<file path="src/mifeu_params.svh">
// Constants for the interrupt flag and enable unit: register offsets, field positions, reset values.
// Assumes inclusion by its bare name from package and modules.
`ifndef MIFEU_PARAMS_SVH
`define MIFEU_PARAMS_SVH
`define MIFEU_ADDR_W 3
`define MIFEU_OFS_BASE_CTRL 3'h0
`define MIFEU_OFS_SYS_EVENT 3'h1
`define MIFEU_OFS_TIMER_MATCH 3'h2
`define MIFEU_OFS_SERIAL_TB 3'h3
`define MIFEU_OFS_STATUS 3'h4
`define MIFEU_GIE_BIT 0
`define MIFEU_FLAG_LSB 4
`define MIFEU_SER_FLAG_LSB 4
`define MIFEU_SER_EN_LSB 0
`define MIFEU_RST_REG 8'h00
`define MIFEU_NSRC 10
`define MIFEU_VEC_W 12
`define MIFEU_VEC_BASE 12'h00C
`define MIFEU_VEC_STEP 12'h004
`endif

</file>
<file path="src/mifeu_pkg.sv">
// Types shared by the interrupt flag and enable unit.
// Assumes mifeu_params.svh is on the include path.
`include "mifeu_params.svh"
package mifeu_pkg;
    typedef logic [`MIFEU_NSRC-1:0] mifeu_src_t;
    typedef logic [`MIFEU_VEC_W-1:0] mifeu_vec_t;
    typedef enum logic [1:0] {
        MIFEU_IDLE = 2'b00,
        MIFEU_PUSH = 2'b01,
        MIFEU_WAIT = 2'b10
    } mifeu_state_e;
endpackage : mifeu_pkg

</file>
<file path="src/mifeu_flag_cell.sv">
// One interrupt request flag with its enable bit.
// Assumes a single clock; strobes are one cycle long.
`timescale 1ns/1ns
module mifeu_flag_cell (
    input wire logic clock_in,
    input wire logic rst_in,
    input wire logic event_in,
    input wire logic flag_wr_in,
    input wire logic flag_wdata_in,
    input wire logic en_wr_in,
    input wire logic en_wdata_in,
    input wire logic serviced_in,
    output logic flag_out,
    output logic en_out
);
    logic flag_ff;
    logic en_ff;

    // Flag: event sets regardless of enable and wins over any clear
    always_ff @(posedge clock_in) begin
        if (rst_in) begin
            flag_ff <= 1'b0;
        end else if (event_in) begin
            flag_ff <= 1'b1;
        end else if (serviced_in) begin
            flag_ff <= 1'b0;
        end else if (flag_wr_in) begin
            flag_ff <= flag_wdata_in;
        end
    end

    // Enable bit written by software
    always_ff @(posedge clock_in) begin
        if (rst_in) begin
            en_ff <= 1'b0;
        end else if (en_wr_in) begin
            en_ff <= en_wdata_in;
        end
    end

    assign flag_out = flag_ff;
    assign en_out = en_ff;
endmodule : mifeu_flag_cell

</file>
<file path="src/mifeu_top.sv">
// Interrupt flag and enable unit: three control registers, global enable, priority select, vector request.
// Assumes the core pushes/pops its stack on request and reports stack full; registers on a plain strobe port.
// What this block does
// - First register upper nibble holds time-base-0, EEPROM, converter, low-voltage flags.
// - First register lower nibble holds the matching enables, one enables.
// - Timer register bits 7..4 hold std A, std P, per A, per P flags.
// - Timer register bits 3..0 hold enables in the same order.
// - Third register: serial flag bit 5, tb1 flag 4, serial enable 1, tb1 enable 0.
// - Third register bits 7..6 and 3..2 read zero.
// - Source events set their flag whatever the enable.
// - A flag causes a vector jump only while its enable is one.
// - Global enable low suppresses every interrupt.
// - On service push next address, load vector, fetch from there.
// - Return-from-interrupt pops the saved program counter.
// - Each source has its own distinct vector address.
// - Service clears the global enable automatically.
// - Requests during service still set and hold their flags.
// - No request acknowledged while the stack is full.
// - Among simultaneous enabled requests exactly one is serviced.
// - Any flag becoming set wakes the device from sleep or idle.
// - Service clears the serviced source's flag.
// - Global enable is bit 0 of the base register, resets to zero.
//
// Local design decisions: the address-and-strobe port and the placing of the registers.
`timescale 1ns/1ns
`include "mifeu_params.svh"
module mifeu_top #(
    parameter int NSRC = `MIFEU_NSRC
) (
    input wire logic clock_in,
    input wire logic rst_in,
    input wire logic [`MIFEU_ADDR_W-1:0] addr_in,
    input wire logic [7:0] wdata_in,
    input wire logic wr_in,
    input wire logic rd_in,
    output logic [7:0] rdata_out,
    input wire logic [NSRC-1:0] src_event_in,
    input wire logic stack_full_in,
    input wire logic return_from_int_instr_in,
    input wire logic low_power_in,
    output logic int_req_out,
    output logic [`MIFEU_VEC_W-1:0] vector_out,
    output logic push_pc_out,
    output logic pop_pc_out,
    output logic wake_out
);
    // Source index order is priority order; index 0 sits at the lowest vector.
    // 0 lowvolt, 1 conv_done, 2 eeprom, 3 timebase0, 4 per cmp P, 5 per cmp A,
    // 6 std cmp P, 7 std cmp A, 8 timebase1, 9 serial xfer
    // Register map: offset 0 base control (global enable in bit 0),
    // 1 system events, 2 timer matches, 3 serial and time base 1,
    // 4 status (state in bits 5:4, any enabled request in bit 0)
    logic [NSRC-1:0] flags;
    logic [NSRC-1:0] ens;
    logic [NSRC-1:0] flag_wr;
    logic [NSRC-1:0] en_wr;
    logic [NSRC-1:0] flag_wd;
    logic [NSRC-1:0] en_wd;
    logic [NSRC-1:0] serviced;
    logic [NSRC-1:0] pending;
    logic [NSRC-1:0] grant;
    logic [3:0] grant_idx;
    logic any_pending;
    logic global_int_en_ff;
    logic [7:0] rdata_ff;
    logic int_req_ff;
    logic push_pc_ff;
    logic pop_pc_ff;
    logic wake_ff;
    logic [`MIFEU_VEC_W-1:0] vector_ff;
    logic [NSRC-1:0] flags_prev_ff;
    mifeu_pkg::mifeu_state_e state_ff;
    mifeu_pkg::mifeu_state_e nxt_state;
    logic wr_sys;
    logic wr_tmr;
    logic wr_ser;
    logic take;
    logic wr_base;
    logic svc_open;
    logic stack_room;
    logic [NSRC-1:0] flag_rise;
    logic [`MIFEU_VEC_W-1:0] grant_vec;
    logic [7:0] base_word;
    logic [7:0] sys_word;
    logic [7:0] tmr_word;
    logic [7:0] ser_word;
    logic [7:0] status_word;

    // Named register fields, one per flag and enable bit
    logic timebase0_req_flag;
    logic eeprom_req_flag;
    logic conv_done_req_flag;
    logic lowvolt_req_flag;
    logic timebase0_int_en;
    logic eeprom_int_en;
    logic conv_done_int_en;
    logic lowvolt_int_en;
    logic std_timer_cmpa_flag;
    logic std_timer_cmpp_flag;
    logic per_timer_cmpa_flag;
    logic per_timer_cmpp_flag;
    logic std_timer_cmpa_en;
    logic std_timer_cmpp_en;
    logic per_timer_cmpa_en;
    logic per_timer_cmpp_en;
    logic serial_xfer_req_flag;
    logic timebase1_req_flag;
    logic serial_xfer_int_en;
    logic timebase1_int_en;

    assign wr_sys = wr_in && (addr_in == `MIFEU_OFS_SYS_EVENT);
    assign wr_tmr = wr_in && (addr_in == `MIFEU_OFS_TIMER_MATCH);
    assign wr_ser = wr_in && (addr_in == `MIFEU_OFS_SERIAL_TB);
    assign wr_base = wr_in && (addr_in == `MIFEU_OFS_BASE_CTRL);

    // Write routing: register bit layout mapped onto source cells
    // Each register write rewrites all its flags and enables at once
    always_comb begin
        flag_wr = '0;
        en_wr = '0;
        flag_wd = '0;
        en_wd = '0;
        for (int i = 0; i < 4; i++) begin
            flag_wr[i] = wr_sys;
            en_wr[i] = wr_sys;
            flag_wd[i] = wdata_in[`MIFEU_FLAG_LSB + i];
            en_wd[i] = wdata_in[i];
            flag_wr[4 + i] = wr_tmr;
            en_wr[4 + i] = wr_tmr;
            flag_wd[4 + i] = wdata_in[`MIFEU_FLAG_LSB + i];
            en_wd[4 + i] = wdata_in[i];
        end
        for (int j = 0; j < 2; j++) begin
            flag_wr[8 + j] = wr_ser;
            en_wr[8 + j] = wr_ser;
            flag_wd[8 + j] = wdata_in[`MIFEU_SER_FLAG_LSB + j];
            en_wd[8 + j] = wdata_in[`MIFEU_SER_EN_LSB + j];
        end
    end

    // One flag cell per source
    // Event set beats service clear, which beats a software write
    for (genvar g = 0; g < NSRC; g++) begin : g_src
        mifeu_flag_cell u_cell (
            .clock_in(clock_in),
            .rst_in(rst_in),
            .event_in(src_event_in[g]),
            .flag_wr_in(flag_wr[g]),
            .flag_wdata_in(flag_wd[g]),
            .en_wr_in(en_wr[g]),
            .en_wdata_in(en_wd[g]),
            .serviced_in(serviced[g]),
            .flag_out(flags[g]),
            .en_out(ens[g])
        );
    end

    // Field view of the first register
    assign timebase0_req_flag = flags[3];
    assign eeprom_req_flag = flags[2];
    assign conv_done_req_flag = flags[1];
    assign lowvolt_req_flag = flags[0];
    assign timebase0_int_en = ens[3];
    assign eeprom_int_en = ens[2];
    assign conv_done_int_en = ens[1];
    assign lowvolt_int_en = ens[0];

    // Field view of the timer-match register
    assign std_timer_cmpa_flag = flags[7];
    assign std_timer_cmpp_flag = flags[6];
    assign per_timer_cmpa_flag = flags[5];
    assign per_timer_cmpp_flag = flags[4];
    assign std_timer_cmpa_en = ens[7];
    assign std_timer_cmpp_en = ens[6];
    assign per_timer_cmpa_en = ens[5];
    assign per_timer_cmpp_en = ens[4];

    // Field view of the serial and time-base register
    assign serial_xfer_req_flag = flags[9];
    assign timebase1_req_flag = flags[8];
    assign serial_xfer_int_en = ens[9];
    assign timebase1_int_en = ens[8];

    // Gating by per-source enable, global enable and stack room
    assign pending = flags & ens;
    assign any_pending = |pending;
    assign svc_open = (state_ff == mifeu_pkg::MIFEU_IDLE) && global_int_en_ff;
    assign stack_room = !stack_full_in;
    // A full stack holds every request back until the core pops
    assign take = svc_open && any_pending && stack_room;

    // Fixed priority: lowest index, lowest vector, wins
    // Scanning from the top lets the lowest pending index overwrite the others
    always_comb begin
        grant = '0;
        grant_idx = 4'h0;
        for (int k = NSRC - 1; k >= 0; k--) begin
            if (pending[k]) begin
                grant = '0;
                grant[k] = 1'b1;
                grant_idx = 4'(k);
            end
        end
    end

    assign serviced = take ? grant : '0;

    // Vector of the granted source, one slot per source
    assign grant_vec = `MIFEU_VEC_BASE + `MIFEU_VEC_STEP * {8'h00, grant_idx};

    // Service sequencer: IDLE takes a request, PUSH covers the cycle in which the
    // core saves its counter, WAIT lets the stack-full level settle before the
    // next take is weighed
    always_comb begin
        nxt_state = state_ff;
        case (state_ff)
            mifeu_pkg::MIFEU_IDLE: begin
                if (take) begin
                    nxt_state = mifeu_pkg::MIFEU_PUSH;
                end
            end
            mifeu_pkg::MIFEU_PUSH: begin
                nxt_state = mifeu_pkg::MIFEU_WAIT;
            end
            mifeu_pkg::MIFEU_WAIT: begin
                nxt_state = mifeu_pkg::MIFEU_IDLE;
            end
            default: begin
                nxt_state = mifeu_pkg::MIFEU_IDLE;
            end
        endcase
    end

    always_ff @(posedge clock_in) begin
        if (rst_in) begin
            state_ff <= mifeu_pkg::MIFEU_IDLE;
        end else begin
            state_ff <= nxt_state;
        end
    end

    // Global enable: software writes, service clears; service wins
    // Re-setting it inside a routine allows a nested take
    always_ff @(posedge clock_in) begin
        if (rst_in) begin
            global_int_en_ff <= 1'b0;
        end else if (take) begin
            global_int_en_ff <= 1'b0;
        end else if (wr_base) begin
            global_int_en_ff <= wdata_in[`MIFEU_GIE_BIT];
        end
    end

    // Core request: push pulse and per-source vector
    // Vector holds until the next service, so the core may read it late
    always_ff @(posedge clock_in) begin
        if (rst_in) begin
            push_pc_ff <= 1'b0;
            int_req_ff <= 1'b0;
            vector_ff <= '0;
        end else begin
            push_pc_ff <= take;
            int_req_ff <= take;
            if (take) begin
                vector_ff <= grant_vec;
            end
        end
    end

    // Return pops the saved counter
    always_ff @(posedge clock_in) begin
        if (rst_in) begin
            pop_pc_ff <= 1'b0;
        end else begin
            pop_pc_ff <= return_from_int_instr_in;
        end
    end

    // Flags that went from clear to set since the last cycle
    assign flag_rise = flags & ~flags_prev_ff;

    // Wake on any flag rising while in low power; pre-set flags do not wake
    always_ff @(posedge clock_in) begin
        if (rst_in) begin
            flags_prev_ff <= '0;
            wake_ff <= 1'b0;
        end else begin
            flags_prev_ff <= flags;
            wake_ff <= low_power_in && (|flag_rise);
        end
    end

    // Read words assembled from the named fields
    assign base_word = {7'h00, global_int_en_ff};
    assign sys_word = {timebase0_req_flag, eeprom_req_flag, conv_done_req_flag, lowvolt_req_flag,
        timebase0_int_en, eeprom_int_en, conv_done_int_en, lowvolt_int_en};
    assign tmr_word = {std_timer_cmpa_flag, std_timer_cmpp_flag, per_timer_cmpa_flag, per_timer_cmpp_flag,
        std_timer_cmpa_en, std_timer_cmpp_en, per_timer_cmpa_en, per_timer_cmpp_en};
    assign ser_word = {2'h0, serial_xfer_req_flag, timebase1_req_flag,
        2'h0, serial_xfer_int_en, timebase1_int_en};
    assign status_word = {2'h0, state_ff, 3'h0, any_pending};

    // Read data, one cycle after the strobe
    // Reads have no side effect on flags; the port idles at zero
    always_ff @(posedge clock_in) begin
        if (rst_in) begin
            rdata_ff <= `MIFEU_RST_REG;
        end else if (rd_in) begin
            case (addr_in)
                `MIFEU_OFS_BASE_CTRL: begin
                    rdata_ff <= base_word;
                end
                `MIFEU_OFS_SYS_EVENT: begin
                    rdata_ff <= sys_word;
                end
                `MIFEU_OFS_TIMER_MATCH: begin
                    rdata_ff <= tmr_word;
                end
                `MIFEU_OFS_SERIAL_TB: begin
                    rdata_ff <= ser_word;
                end
                `MIFEU_OFS_STATUS: begin
                    rdata_ff <= status_word;
                end
                // Unmapped offsets read as zero
                default: begin
                    rdata_ff <= 8'h00;
                end
            endcase
        end else begin
            rdata_ff <= 8'h00;
        end
    end

    assign rdata_out = rdata_ff;
    assign int_req_out = int_req_ff;
    assign push_pc_out = push_pc_ff;
    assign pop_pc_out = pop_pc_ff;
    assign vector_out = vector_ff;
    assign wake_out = wake_ff;
endmodule : mifeu_top

</file>
<file path="config.mk">
export PLATFORM = sky130hd
export DESIGN_NAME = mifeu_top
export DESIGN_NICKNAME = d
export VERILOG_FILES = /design/src/mifeu_pkg.sv /design/src/mifeu_flag_cell.sv /design/src/mifeu_top.sv
export VERILOG_INCLUDE_DIRS = /design/src
export SDC_FILE = /design/constraint.sdc
export NUM_CORES = 1
export LEC_CHECK = 0
export ABC_AREA = 1
export BUFFER_PORTS_ARGS = -buffer_cell sky130_fd_sc_hd__buf_4
export CAP_MARGIN = 20
export CELL_PAD_IN_SITES_DETAIL_PLACEMENT = 0
export CELL_PAD_IN_SITES_GLOBAL_PLACEMENT = 2
export CORE_ASPECT_RATIO = 2
export CORE_MARGIN = 3
export CORE_UTILIZATION = 33
export DETAILED_ROUTE_END_ITERATION = 8
export PLACE_DENSITY_LB_ADDON = 0.05
export SYNTH_ARGS = -nofsm -noshare
export SYNTH_HDL_FRONTEND = slang
export SYNTH_SLANG_ARGS = --single-unit
</file>
<file path="constraint.sdc">
create_clock -name clock_in -period 3.66 [get_ports clock_in]
set_input_delay 0 -clock clock_in [delete_from_list [all_inputs] [get_ports clock_in]]
set_output_delay 0 -clock clock_in [all_outputs]
set_load 0.005 [all_outputs]
</file>
* After elaboration in Yosys (flattened, before gate mapping)
Index checks and enable logic that the tools add are counted.
Operators by class: add/subtract/negate cells 1, multiply operators 0, divide/modulo/power cells 0, order comparisons 0, equality and inequality tests 6, shifts and indexed selects 0, multiplexer cells 54, bitwise gates (word level) 4, reductions and logical operators 25
Operators by type and width (number):
- two-way mux 10 bit | 11
- two-way mux 4 bit | 10
- one-hot mux 8 bit (5 select lines) | 1
- two-way mux 1 bit | 30
- nonzero test 3 bit | 10
- AND 10 bit | 2
- OR reduction 10 bit | 2
- inverter 10 bit | 1
- logical AND 1 bit | 8
- adder 4 x 6 -> 7 bit (first input constant) | 1
- == test 3 x 2 -> 1 bit (second input constant) | 2
- one-hot mux 2 bit (2 select lines) | 1
- OR reduction 2 bit | 2
- == test 3 x 1 -> 1 bit (second input constant) | 1
- == test 3 bit (second input constant) | 1
- zero test 3 bit | 1
- == test 2 x 1 -> 1 bit (second input constant) | 1
- zero test 2 bit | 1
- two-way mux 2 bit | 1
- inequality test 2 bit (second input constant) | 1
- zero test 1 bit | 1
- inverter 1 bit | 1
Storage, ports and cells: register bits 56, latch bits 0, bits in writable memories 0, memory bits (read-only) 0, input bits 28, output and inout bits 24, logic and storage cells 118, memories 0

* Logic depth before layout (Yosys ltp)
Gate-level depths: netlist of run 1.
depth in word-level cells 14, gate-level depth with buffers 11, gate-level depth less buffers 11

* Hierarchy
Synthesis of run 1 repeated with hierarchy kept, for this count alone.
Second synthesis, totals: cells, all modules 350, area total of the unflattened synthesis 2504.9 µm²
By module, submodules not included:
- mifeu_top | times used 1, cells an instance 210, area each 1503.9 µm², sequential area each 580.6 µm²
- mifeu_flag_cell | times used 10, cells an instance 14, area each 100.1 µm², sequential area each 40.0 µm²

* Worst setup path after synthesis of run 1
OpenSTA, ideal clock, no wires.
kind register to register, from register g_src[8].u_cell.flag_ff, to register vector_ff[4] (netlist: vector_out[4]), setup time 0.118 ns, arrival time 1.207 ns, data required time 3.542 ns, setup slack 2.335 ns, cell stages (with the launch flop) 12, path buffers 0, period minus slack after synthesis 1.325 ns, path through dfxtp_1 -> nand2_1 -> inv_1 -> nor2_1 -> nand2_1 -> nand3_1 -> nand3_1 -> nand2_1 -> nand2_1 -> ha_1 -> xnor2_1 -> o21ai_1
Between the ends: cells in the longest elaborated chain, start to end 11, elaborated cells on any way between the ends 14, classes of those cells add/sub: 1; mux: 9; bitwise: 1; reduce/logical: 3
Ends and longest elaborated chain:
- start: declaration | RTL line mifeu_flag_cell.sv:16 | logic flag_ff;
- start signal: assignment | RTL line mifeu_flag_cell.sv:28 | flag_ff <= flag_wdata_in;
- AND 10 bit (*) | RTL line mifeu_top.sv:185 | assign pending = flags & ens;
- two-way mux 4 bit (9 in a row) | RTL line mifeu_top.sv:198 | if (pending[k]) begin
- adder 4 x 6 -> 7 bit (no line)
- end signal: assignment | RTL line mifeu_top.sv:265 | vector_ff <= grant_vec;
- end: declaration | RTL line mifeu_top.sv:70 | logic [`MIFEU_VEC_W-1:0] vector_ff;
Mark *: on every way between the ends. The rest lies on a longest branch, timed or not. A chain may end at the register's enable or synchronous reset.

* Final worst setup path of run 1
from register g_src[9].u_cell.flag_ff, to register vector_ff[4] (netlist: vector_out[4])
Between the ends: cells in the longest elaborated chain, start to end 12, elaborated cells on any way between the ends 15, classes of those cells add/sub: 1; mux: 10; bitwise: 1; reduce/logical: 3
Ends and longest elaborated chain (RTL line):
- start: declaration | mifeu_flag_cell.sv:16
- start signal: assignment | mifeu_flag_cell.sv:28
- AND 10 bit (*) | mifeu_top.sv:185
- two-way mux 4 bit (10 in a row) | mifeu_top.sv:198
- adder 4 x 6 -> 7 bit (no line)
Marks and branches as above.

==> summary.txt, run 1 <==
Status
  – Status: complete, no violations

Critical path
  – CP Data Required Time: 3.84 ns
  – Crit path launch type: flop
  – Kind of critical path: reg -> reg
  – Critical Path Fanout Max: 3
  – Worst Setup End Kind: flop
  – Worst EP arrival: 1.67 ns

Finish
  – Layout area overhead: 28.5%
  – Multi-input gate area: 1130 um2
  – FF/Latch Area: 981 um2
  – # diodes: 0
  – FILL cells: 759
  – Fin nets: 405
  – Post-layout util: 44.3%
  – Share of layout cells above drive strength 1: 25.2%

Routing
  – Post-route ant nets: 0
  – DR DRC count: 0
  – Final wirelength: 6640 um
  – Starting DRT DRC Count: 95
  – Initial DRT Pass Iterations: 4
  – Vias/cell: 4.53
  – Wire per inst: 14.2 um
  – Total number of vias: 2116

Clock tree
  – Max clock buf depth: 2
  – H-tree depth: 2
  – CTS tree: yes
  – TritonCTS buffer count: 5
  – Post-CTS setup buffers: 0
  – Clock transition at path regs: 0.07 ns
  – Root Buffer: clkbuf_16
  – Clock latency on the worst-skew pair: 0.29 ns
  – CTS sink count: 49

Place
  – DP HPWL: 5180 um
  – Port Buffers: 44
  – Pre-CTS setup slack: 2.16 ns
  – Final Wtd Congestion: 0.789

Die
  – Die Width: 66.4 um
  – Die Area: 8430 um2
  – Num rows: 43
  – Initial core utilization: 34.5%
  – Ports: 52
  – Die Ht: 127 um
  – CORE AREA: 6990 um2

Global route
  – First-pass GRT wire length: 10400 um
  – Largest net degree at the start of global routing: 31
  – Vias in the first global route: 2047
  – GR Util All Layers: 16.6%
  – Antenna violations before repair: 0
  – GRT overflow: 0

Timing
  – # setup viols final: 0
  – RSZ-0062 raised after global routing: no
  – Max-slew violation count: 0
  – Final worst path period share: 40.8%
  – Final Hold Fails: 0
  – Fmax: 0.670 GHz
  – Setup WS post-layout: 2.17 ns
  – Final Critical Period: 1.49 ns
  – Setup TNS: 0 ns
  – Clock skew: 0.0102 ns

Yosys
  – Mapped Area: 2410 um2
  – Main synth FF type: dfxtp_1
  – Synthesized instance count: 317
  – Sequential element share of the synthesized area: 40.7%
  – Yosys top cell by area: dfxtp_1
  – Top-area cell type share of the netlist area: 40.7%
  – Post-synth EDFFs: 0
  – Yosys Warn Count: 0
  – Synth cell count leaders: nand2_1 (57), dfxtp_1 (49), inv_1 (45), nor2_1 (33), a21oi_1 (19)
  – Unique cell type count in the Yosys netlist: 35
  – Post-synth ARST share: 0%
  – Synth area leaders: dfxtp_1 (41%), nand2_1 (8.9%), inv_1 (7.0%)
  – Synth Register Bits: 49
  – Dominant cell by count in the synthesized netlist: nand2_1
  – Syn Area/Cell: 7.60 um2

Pwr
  – Worst vdd ir: 0.199 mV
  – Pwr Density: 406 nW/um2
  – P_leak: 1.47 nW

Job
  – Max-Cap Viols: 0

Min path
  – Worst hold path class: in -> reg
[critical path, stage by stage, from the launching register on]
cell	delay, ns
dfxtp_1	0.35
nand2_1	0.09
nor2_1	0.17
nand2_1	0.07
nand3_1	0.06
nand3_1	0.07
nand2_1	0.06
nand2_1	0.06
ha_1	0.21
xnor2_1	0.16
o21ai_1	0.08
[cells in the final DEF (no fill, tap or decap), types with 4 or more instances in the layout]
master          n
conb_1          7
nand2_4         5
inv_1          45
o22ai_1         9
nand4_1         5
o21ai_0        11
nor2_4          4
nand2_2        13
buf_4          44
dfxtp_1        49
dlygate4sd3_1  16
nor2_1         33
a21oi_1        19
nand2_1        57
o21ai_2         6
nand3_1        13
inv_2           5
clkbuf_16       5
o21ai_1         9
a21oi_2         4
[repair_timing]
| item | CTS | global route |
|---|---|---|
| hold endpoints to repair | 16 | 0 |
| endpoints found under the setup margin | 0 | 0 |
| hold buffers | 16 | 0 |
| resized for setup | 0 | 0 |
[where the power goes]
| group | internal [mW] | switching (mW) | leakage (nW) |
|---|---|---|---|
| Clock | 0.341 | 0.194 | 0.0841 |
| Sequential | 0.554 | 0.0127 | 0.401 |
| Combinational | 0.0678 | 0.0866 | 0.986 |
[registers in the layout, summed over array words and instances, names as in the netlist]
name	cells
vector_out	5
g_src.u_cell.en_out	10
g_src.u_cell.flag_out	10
wake_out	1
push_pc_out	1
pop_pc_out	1
flags_prev_ff	10
rdata_out	8
global_int_en_ff	1
state_ff	2
[cells by family after synthesis]
family | count (synthesis) | share of synthesized area [%]
other cells | 1 | 0.156
fa+ha+maj | 1 | 0.519
compound gates | 62 | 15.3
xor+xnor | 1 | 0.364
simple gates | 136 | 29.7
flops | 49 | 40.7
buf+inv | 67 | 13.2
[final timing paths]
kind,start,endpoint,slack (ns),cells past startpoint
setup / recovery,g_src[9].u_cell.flag_out,vector_out[4],2.17,10
hold / removal,wdata_in[1],g_src[9].u_cell.en_out,0.01,3
setup reg to reg,g_src[9].u_cell.flag_out,vector_out[4],2.17,10
hold reg to reg,state_ff[0],state_ff[1],0.45,2
[final cells by class]
class                           instances  area share [%]
Clock buffer                            7            4.61
Clock inverter                          1           0.970
Inverter                               53            6.67
Multi-Input combinational cell        207            36.6
Sequential cell                        49            31.7
Tap cell                               90            3.64
Timing Repair Buffer                   60            15.8
[metal layers]
metal / GRT usage (%) / vias to the layer above / share of wire (%)
li1: - / 1105 / -
met3: 3.01 / 7 / 2.4
met5: 0 / - / 0
met2: 31.9 / 31 / 58
met4: 5.15 / 0 / 1.7
met1: 17.4 / 973 / 38
[stage by stage]
| step | hold WS (ns) | instance area, um2 | total power [mW] | cells |
|---|---|---|---|---|
| 2_1_floorplan | 0.0767 | 2430 | 0.671 | 323 |
| 3_3_place_gp | 0.204 | 2760 | 0.722 | 443 |
| 3_5_place_dp | 0.211 | 2760 | 0.722 | 443 |
| 4_1_cts | 0.00983 | 3100 | 1.27 | 467 |
| 5_1_grt | 0.0171 | 3100 | 1.31 | 467 |
| 6_report | 0.0131 | 3100 | 1.26 | 467 |
Power figures use the tool's default switching activity.
==> run 2, diff against run 1 <==
CORE_UTILIZATION = 27   (was 33)
clock period = 1.36 ns   (was 3.66 ns; I/O delays follow)
==> run 2 against run 1 <==
The flow now finishes with violations (setup timing). Register-to-register slack got worse by 2.2 ns. Clock power rose by 120%. Clock skew fell by 0.0038 ns. Largest power group unchanged. Critical path depth fell by 2. Critical endpoint unchanged.
==> summary.txt, run 2 (synthesis gave the netlist of run 1 again) <==
Status
  – Status: complete, but fails checks (was complete, no violations)
  – Failing checks: setup timing

Pwr
  – Worst vdd ir: 0.538 mV (was 0.199 mV)
  – Pwr Density: 902 nW/um2 (was 406 nW/um2)
  – Power after layout: 3.23 mW (was 1.26 mW)
  – P_leak: 1.75 nW (was 1.47 nW)

Critical path
  – Critical Path Fanout Max: 3 (unchanged)
  – CP Data Required Time: 1.58 ns (was 3.84 ns)
  – Kind of critical path: reg -> reg (unchanged)
  – Worst EP arrival: 1.59 ns (was 1.67 ns)
  – Worst Setup End Kind: flop (unchanged)
  – Crit path launch type: flop (unchanged)

Timing
  – Clock skew: 0.00638 ns (was 0.0102 ns)
  – Final worst path period share: 101% (was 40.8%)
  – Fmax: 0.731 GHz (was 0.670 GHz)
  – Hold slack: 0.0100 ns (was 0.0131 ns)
  – # setup viols final: 1 (was 0)
  – Max-slew violation count: 0 (unchanged)
  – RSZ-0062 raised after global routing: yes (was no)
  – Final Critical Period: 1.37 ns (was 1.49 ns)
  – Setup WS post-layout: -0.00769 ns (was 2.17 ns)
  – Final Hold Fails: 0 (unchanged)

Die
  – CORE AREA: 8650 um2 (was 6990 um2)
  – Die Ht: 140 um (was 127 um)
  – Ports: 52 (unchanged)
  – Initial core utilization: 27.9% (was 34.5%)
  – Die Area: 10200 um2 (was 8430 um2)
  – Num rows: 48 (was 43)
  – Die Width: 72.8 um (was 66.4 um)

Finish
  – Layout area overhead: 48.8% (was 28.5%)
  – Fin nets: 451 (was 405)
  – # diodes: 0 (unchanged)
  – Most frequent cells in the layout: buf_4 (84), nand2_1 (46), inv_1 (43) (was nand2_1 (57), dfxtp_1 (49), inv_1 (45))
  – FILL cells: 940 (was 759)
  – Most common cell after layout, fill and taps aside: buf_4 (was nand2_1)
  – Share of layout cells above drive strength 1: 41.3% (was 25.2%)

Clock tree
  – TritonCTS buffer count: 5 (unchanged)
  – CTS sink count: 49 (unchanged)
  – Clock transition at path regs: 0.07 ns (about the same)
  – H-tree depth: 2 (unchanged)
  – CTS tree: yes (unchanged)
  – Max clock buf depth: 2 (unchanged)
  – Root Buffer: clkbuf_16 (unchanged)
  – Clock latency on the worst-skew pair: 0.29 ns (about the same)

Global route
  – First-pass GRT wire length: 11500 um (was 10400 um)
  – Antenna violations before repair: 0 (unchanged)
  – Vias in the first global route: 2245 (was 2047)
  – GR Util All Layers: 15.0% (was 16.6%)
  – GRT overflow: 0 (unchanged)
  – Largest net degree at the start of global routing: 22 (was 31)

Place
  – Port Buffers: 44 (unchanged)
  – Final Wtd Congestion: 0.759 (was 0.789)
  – Pre-CTS setup slack: -0.158 ns (was 2.16 ns)
  – DP HPWL: 5890 um (was 5180 um)

Routing
  – Post-route ant nets: 0 (unchanged)
  – Final wirelength: 7380 um (was 6640 um)
  – Wire per inst: 14.2 um (about the same)
  – Initial DRT Pass Iterations: 4 (unchanged)
  – DR DRC count: 0 (unchanged)
  – Total number of vias: 2245 (was 2116)
  – Vias/cell: 4.31 (was 4.53)
  – Starting DRT DRC Count: 51 (was 95)

Job
  – Max-Cap Viols: 0 (unchanged)

Min path
  – Worst hold path class: in -> reg (unchanged)
==> run 2: what timing repair did <==
| action | CTS | global route |
|---|---|---|
| setup buffers | 2 | 9 |
| pin swaps | 7 | 27 |
| hold buffers | 17 | 0 |
| resized for setup | 10 | 43 |
| setup endpoints to repair | 3 | 14 |
| hold endpoints to repair | 16 | 0 |
==> run 2: path summary, 6_finish.rpt <==
path / start / to / slack (ns) / cells past startpoint
hold reg to reg: vector_out[6] / vector_out[6] / 0.44 / 2
setup reg to reg: g_src[7].u_cell.flag_out / vector_out[4] / -0.008 / 8
hold / removal: wdata_in[1] / g_src[9].u_cell.en_out / 0.01 / 3
setup / recovery: g_src[7].u_cell.flag_out / vector_out[4] / -0.008 / 8
==> run 2: power by group <==
group / total (mW) / internal (mW) / switching (mW)
Combinational: 0.526 / 0.253 / 0.274
Sequential: 1.53 / 1.50 / 0.0335
Clock: 1.18 / 0.659 / 0.522
==> run 2: final cells by class <==
class	instances	area (um2)	share of cell area, %
clock buffers	5	125	3.49
repair buffers	106	866	24.1
well taps	100	125	3.49
flip-flops and latches	49	998	27.8
multi-input cells	207	1260	35.1
clock inverters	1	5.00	0.140
inverters	53	209	5.83
==> run 2: layer usage <==
metal,up-vias,track usage [%],wire [um]
met5,-,0,0
met4,0,5.84,191
met3,9,2.17,177
met2,35,27.8,4140
met1,1000,16.3,2870
li1,1201,-,-
==> run 2: critical path, stage by stage (launching register included) <==
cell     delay [ns]
dfxtp_1        0.36
nand2_1        0.10
nand2_4        0.10
inv_1          0.04
o21ai_0        0.17
nand2_1        0.11
ha_4           0.18
xnor2_2        0.12
o21ai_1        0.12
==> run 2: stage by stage <==
stage               util, %  setup TNS, ns  cells  area, um2
CTS                    39.3        -0.0269    513       3400
global placement       35.3         -0.195    488       3050
detailed placement     35.3         -0.260    488       3050
global route           41.5         -0.291    521       3590
finish                 41.5       -0.00769    521       3590
floorplan                 -              0    323       2430
==> run 3, diff against run 2 <==
ABC_AREA = 0   (was 1)
ABC_CLOCK_PERIOD_IN_PS = 1360   (was unset)
CORE_UTILIZATION = 28   (was 27)
==> run 3 against run 2 <==
The flow still finishes with violations (setup timing). Count of clock-buffer cells in the layout rose by 1. First-iteration DRC count rose by 43%. Register-to-register slack got worse by 0.27 ns. Critical path depth shrank 2. Setup slack got worse by 0.27 ns. Die area is 9.9% lower. Total power is 6.0% higher. Critical path type unchanged. Largest cell class unchanged.
==> summary.txt, run 3 <==
Clock tree
  – Max clock buf depth: 2 (unchanged)
  – CTS sink count: 49 (unchanged)
  – H-tree depth: 2 (unchanged)
  – Clock transition at path regs: 0.06 ns (was 0.07 ns)
  – Root Buffer: clkbuf_16 (unchanged)
  – CTS tree: yes (unchanged)
  – TritonCTS buffer count: 5 (unchanged)
  – Clock latency on the worst-skew pair: 0.29 ns (about the same)

Critical path
  – Worst Setup End Kind: flop (unchanged)
  – Worst EP arrival: 1.87 ns (was 1.59 ns)
  – Kind of critical path: reg -> reg (unchanged)
  – Critical Path Fanout Max: 6 (was 3)
  – CP Data Required Time: 1.59 ns (was 1.58 ns)
  – Crit path from: state_ff[1] (was g_src[7].u_cell.flag_out)
  – R2R Path Start: state_ff[1] (was g_src[7].u_cell.flag_out)
  – Crit path launch type: flop (unchanged)
  – Reg2reg setup slack: -0.28 ns (was -0.008 ns)

Die
  – Die Ht: 132 um (was 140 um)
  – CORE AREA: 7660 um2 (was 8650 um2)
  – Die Width: 69.2 um (was 72.8 um)
  – Die Area: 9150 um2 (was 10200 um2)
  – Num rows: 45 (was 48)
  – Initial core utilization: 29.2% (was 27.9%)
  – Ports: 52 (unchanged)

Timing
  – Clock skew: 0.00892 ns (was 0.00638 ns)
  – Max-slew violation count: 0 (unchanged)
  – Fmax: 0.609 GHz (was 0.731 GHz)
  – Final Critical Period: 1.64 ns (was 1.37 ns)
  – Setup WS post-layout: -0.281 ns (was -0.00769 ns)
  – Final worst path period share: 121% (was 101%)
  – # setup viols final: 17 (was 1)
  – Final Hold Fails: 0 (unchanged)
  – RSZ-0062 raised after global routing: yes (unchanged)

Finish
  – # diodes: 0 (unchanged)
  – FILL cells: 794 (was 940)
  – Most common cell after layout, fill and taps aside: buf_4 (unchanged)
  – Finished Layout Cells: 446 (was 521)
  – Share of layout cells above drive strength 1: 39.2% (was 41.3%)
  – Layout area overhead: 52.9% (was 48.8%)
  – Fin nets: 380 (was 451)
  – Most frequent cells in the layout: buf_4 (91), nor2_1 (51), dfxtp_1 (41) (was buf_4 (84), nand2_1 (46), inv_1 (43))

Yosys
  – Unique cell type count in the Yosys netlist: 46 (was 35)
  – Synth Register Bits: 49 (unchanged)
  – Mapped Area: 2230 um2 (was 2410 um2)
  – Dominant cell by count in the synthesized netlist: nor2_1 (was nand2_1)
  – Main synth FF type: dfxtp_1 (unchanged)
  – Yosys top cell by area: dfxtp_1 (unchanged)
  – Synth area leaders: dfxtp_1 (44%), nor2_1 (8.7%), mux2i_1 (8.1%) (was dfxtp_1 (41%), nand2_1 (8.9%), inv_1 (7.0%))
  – Synthesized instance count: 248 (was 317)
  – Top-area cell type share of the netlist area: 43.9% (was 40.7%)
  – Post-synth EDFFs: 0 (unchanged)
  – Syn Area/Cell: 9.01 um2 (was 7.60 um2)
  – Post-synth ARST share: 0% (unchanged)
  – Synth cell count leaders: nor2_1 (52), dfxtp_1 (49), mux2i_1 (18), inv_1 (11), a22oi_1 (10) (was nand2_1 (57), dfxtp_1 (49), inv_1 (45), nor2_1 (33), a21oi_1 (19))
  – Yosys Warn Count: 0 (unchanged)
  – Sequential element share of the synthesized area: 43.9% (was 40.7%)

Routing
  – Initial DRT Pass Iterations: 4 (unchanged)
  – Final wirelength: 7190 um (was 7380 um)
  – Post-route ant nets: 0 (unchanged)
  – Wire per inst: 16.1 um (was 14.2 um)
  – Starting DRT DRC Count: 73 (was 51)
  – Vias/cell: 4.75 (was 4.31)
  – DR DRC count: 0 (unchanged)
  – Total number of vias: 2120 (was 2245)

Place
  – Pre-CTS setup slack: -0.308 ns (was -0.158 ns)
  – Port Buffers: 44 (unchanged)
  – DP HPWL: 5670 um (was 5890 um)
  – Final Wtd Congestion: 0.810 (was 0.759)
  – # placed instances: 417 (was 488)

Pwr
  – P_leak: 1.43 nW (was 1.75 nW)
  – Worst vdd ir: 0.655 mV (was 0.538 mV)
  – Power after layout: 3.43 mW (was 3.23 mW)
  – Pwr Density: 1000 nW/um2 (was 902 nW/um2)

Status
  – Status: complete, but fails checks (unchanged)
  – Failing checks: setup timing (unchanged)

Global route
  – Largest net degree at the start of global routing: 42 (was 22)
  – Vias in the first global route: 2178 (was 2245)
  – Antenna violations before repair: 0 (unchanged)
  – GR Util All Layers: 16.2% (was 15.0%)
  – First-pass GRT wire length: 11500 um (unchanged)
  – GRT overflow: 0 (unchanged)

Min path
  – Hold path start: addr_in[2] (was wdata_in[1])
  – Worst hold path class: in -> reg (unchanged)

Job
  – Max-Cap Viols: 0 (unchanged)
[run 3: timing repair]
| action | CTS | global route |
|---|---|---|
| hold buffers | 16 | 0 |
| resized for setup | 9 | 16 |
| setup buffers | 4 | 1 |
| endpoints found under the setup margin | 19 | 22 |
| endpoints found under the hold margin | 20 | 0 |
| pin swaps | 3 | 9 |
[run 3: worst paths after layout]
check | endpoint | cells past startpoint
worst min register to register | vector_out[6] | 1
worst min-delay path | rdata_out[0] | 3
worst max register to register | vector_out[5] | 6
worst max-delay path | vector_out[5] | 6
[run 3: stage by stage]
step / hold slack (ns) / cell area, um2 / utilization, % / setup TNS [ns]
global placement: 0.207 / 2960 / 38.7 / -3.05
detailed placement: 0.213 / 2960 / 38.7 / -3.43
CTS: 0.0180 / 3360 / 43.9 / -3.40
global route: 0.0390 / 3420 / 44.6 / -5.00
floorplan: 0.111 / 2270 / - / -1.74
finish: 0.0276 / 3420 / 44.6 / -3.36
[run 3: where the power goes]
part	switching (mW)	internal, mW	total (mW)
clock	0.552	0.872	1.42
combinational	0.232	0.255	0.487
sequential	0.0309	1.49	1.52
total	0.815	2.62	3.43
[run 3: routing by layer]
metal  global-route usage, %  vias up  wire (um)
met5                       0        -          0
met3                    2.67       14        186
li1                        -     1060          -
met2                    31.2       41       4090
met4                    7.17        0        201
met1                    16.5     1005       2720
[run 3: critical path, cell delays in order (launching register included)]
cell and delay (ns):
dfxtp_2 0.32, or4b_4 0.60, nor3_4 0.24, buf_4 0.16
a21oi_1 0.03, nor2_1 0.08, o221a_1 0.16
[run 3: cell type report]
type / instances / area, um2 / area share [%]
clock buffers: 6 / 129 / 3.77
clock inverters: 2 / 38.8 / 1.14
inverters: 11 / 41.3 / 1.21
multi-input cells: 174 / 1210 / 35.4
flip-flops and latches: 49 / 993 / 29.1
well taps: 94 / 118 / 3.44
repair buffers: 110 / 886 / 25.9
[run 3: cells by family after synthesis]
family | count (synthesis) | share of synthesized area, %
xor+xnor | 1 | 0.392
compound gates | 47 | 15.6
fa+ha+maj | 1 | 0.560
flops | 49 | 43.9
buf+inv | 31 | 7.11
mux | 22 | 10.6
simple gates | 96 | 21.7
other cells | 1 | 0.168
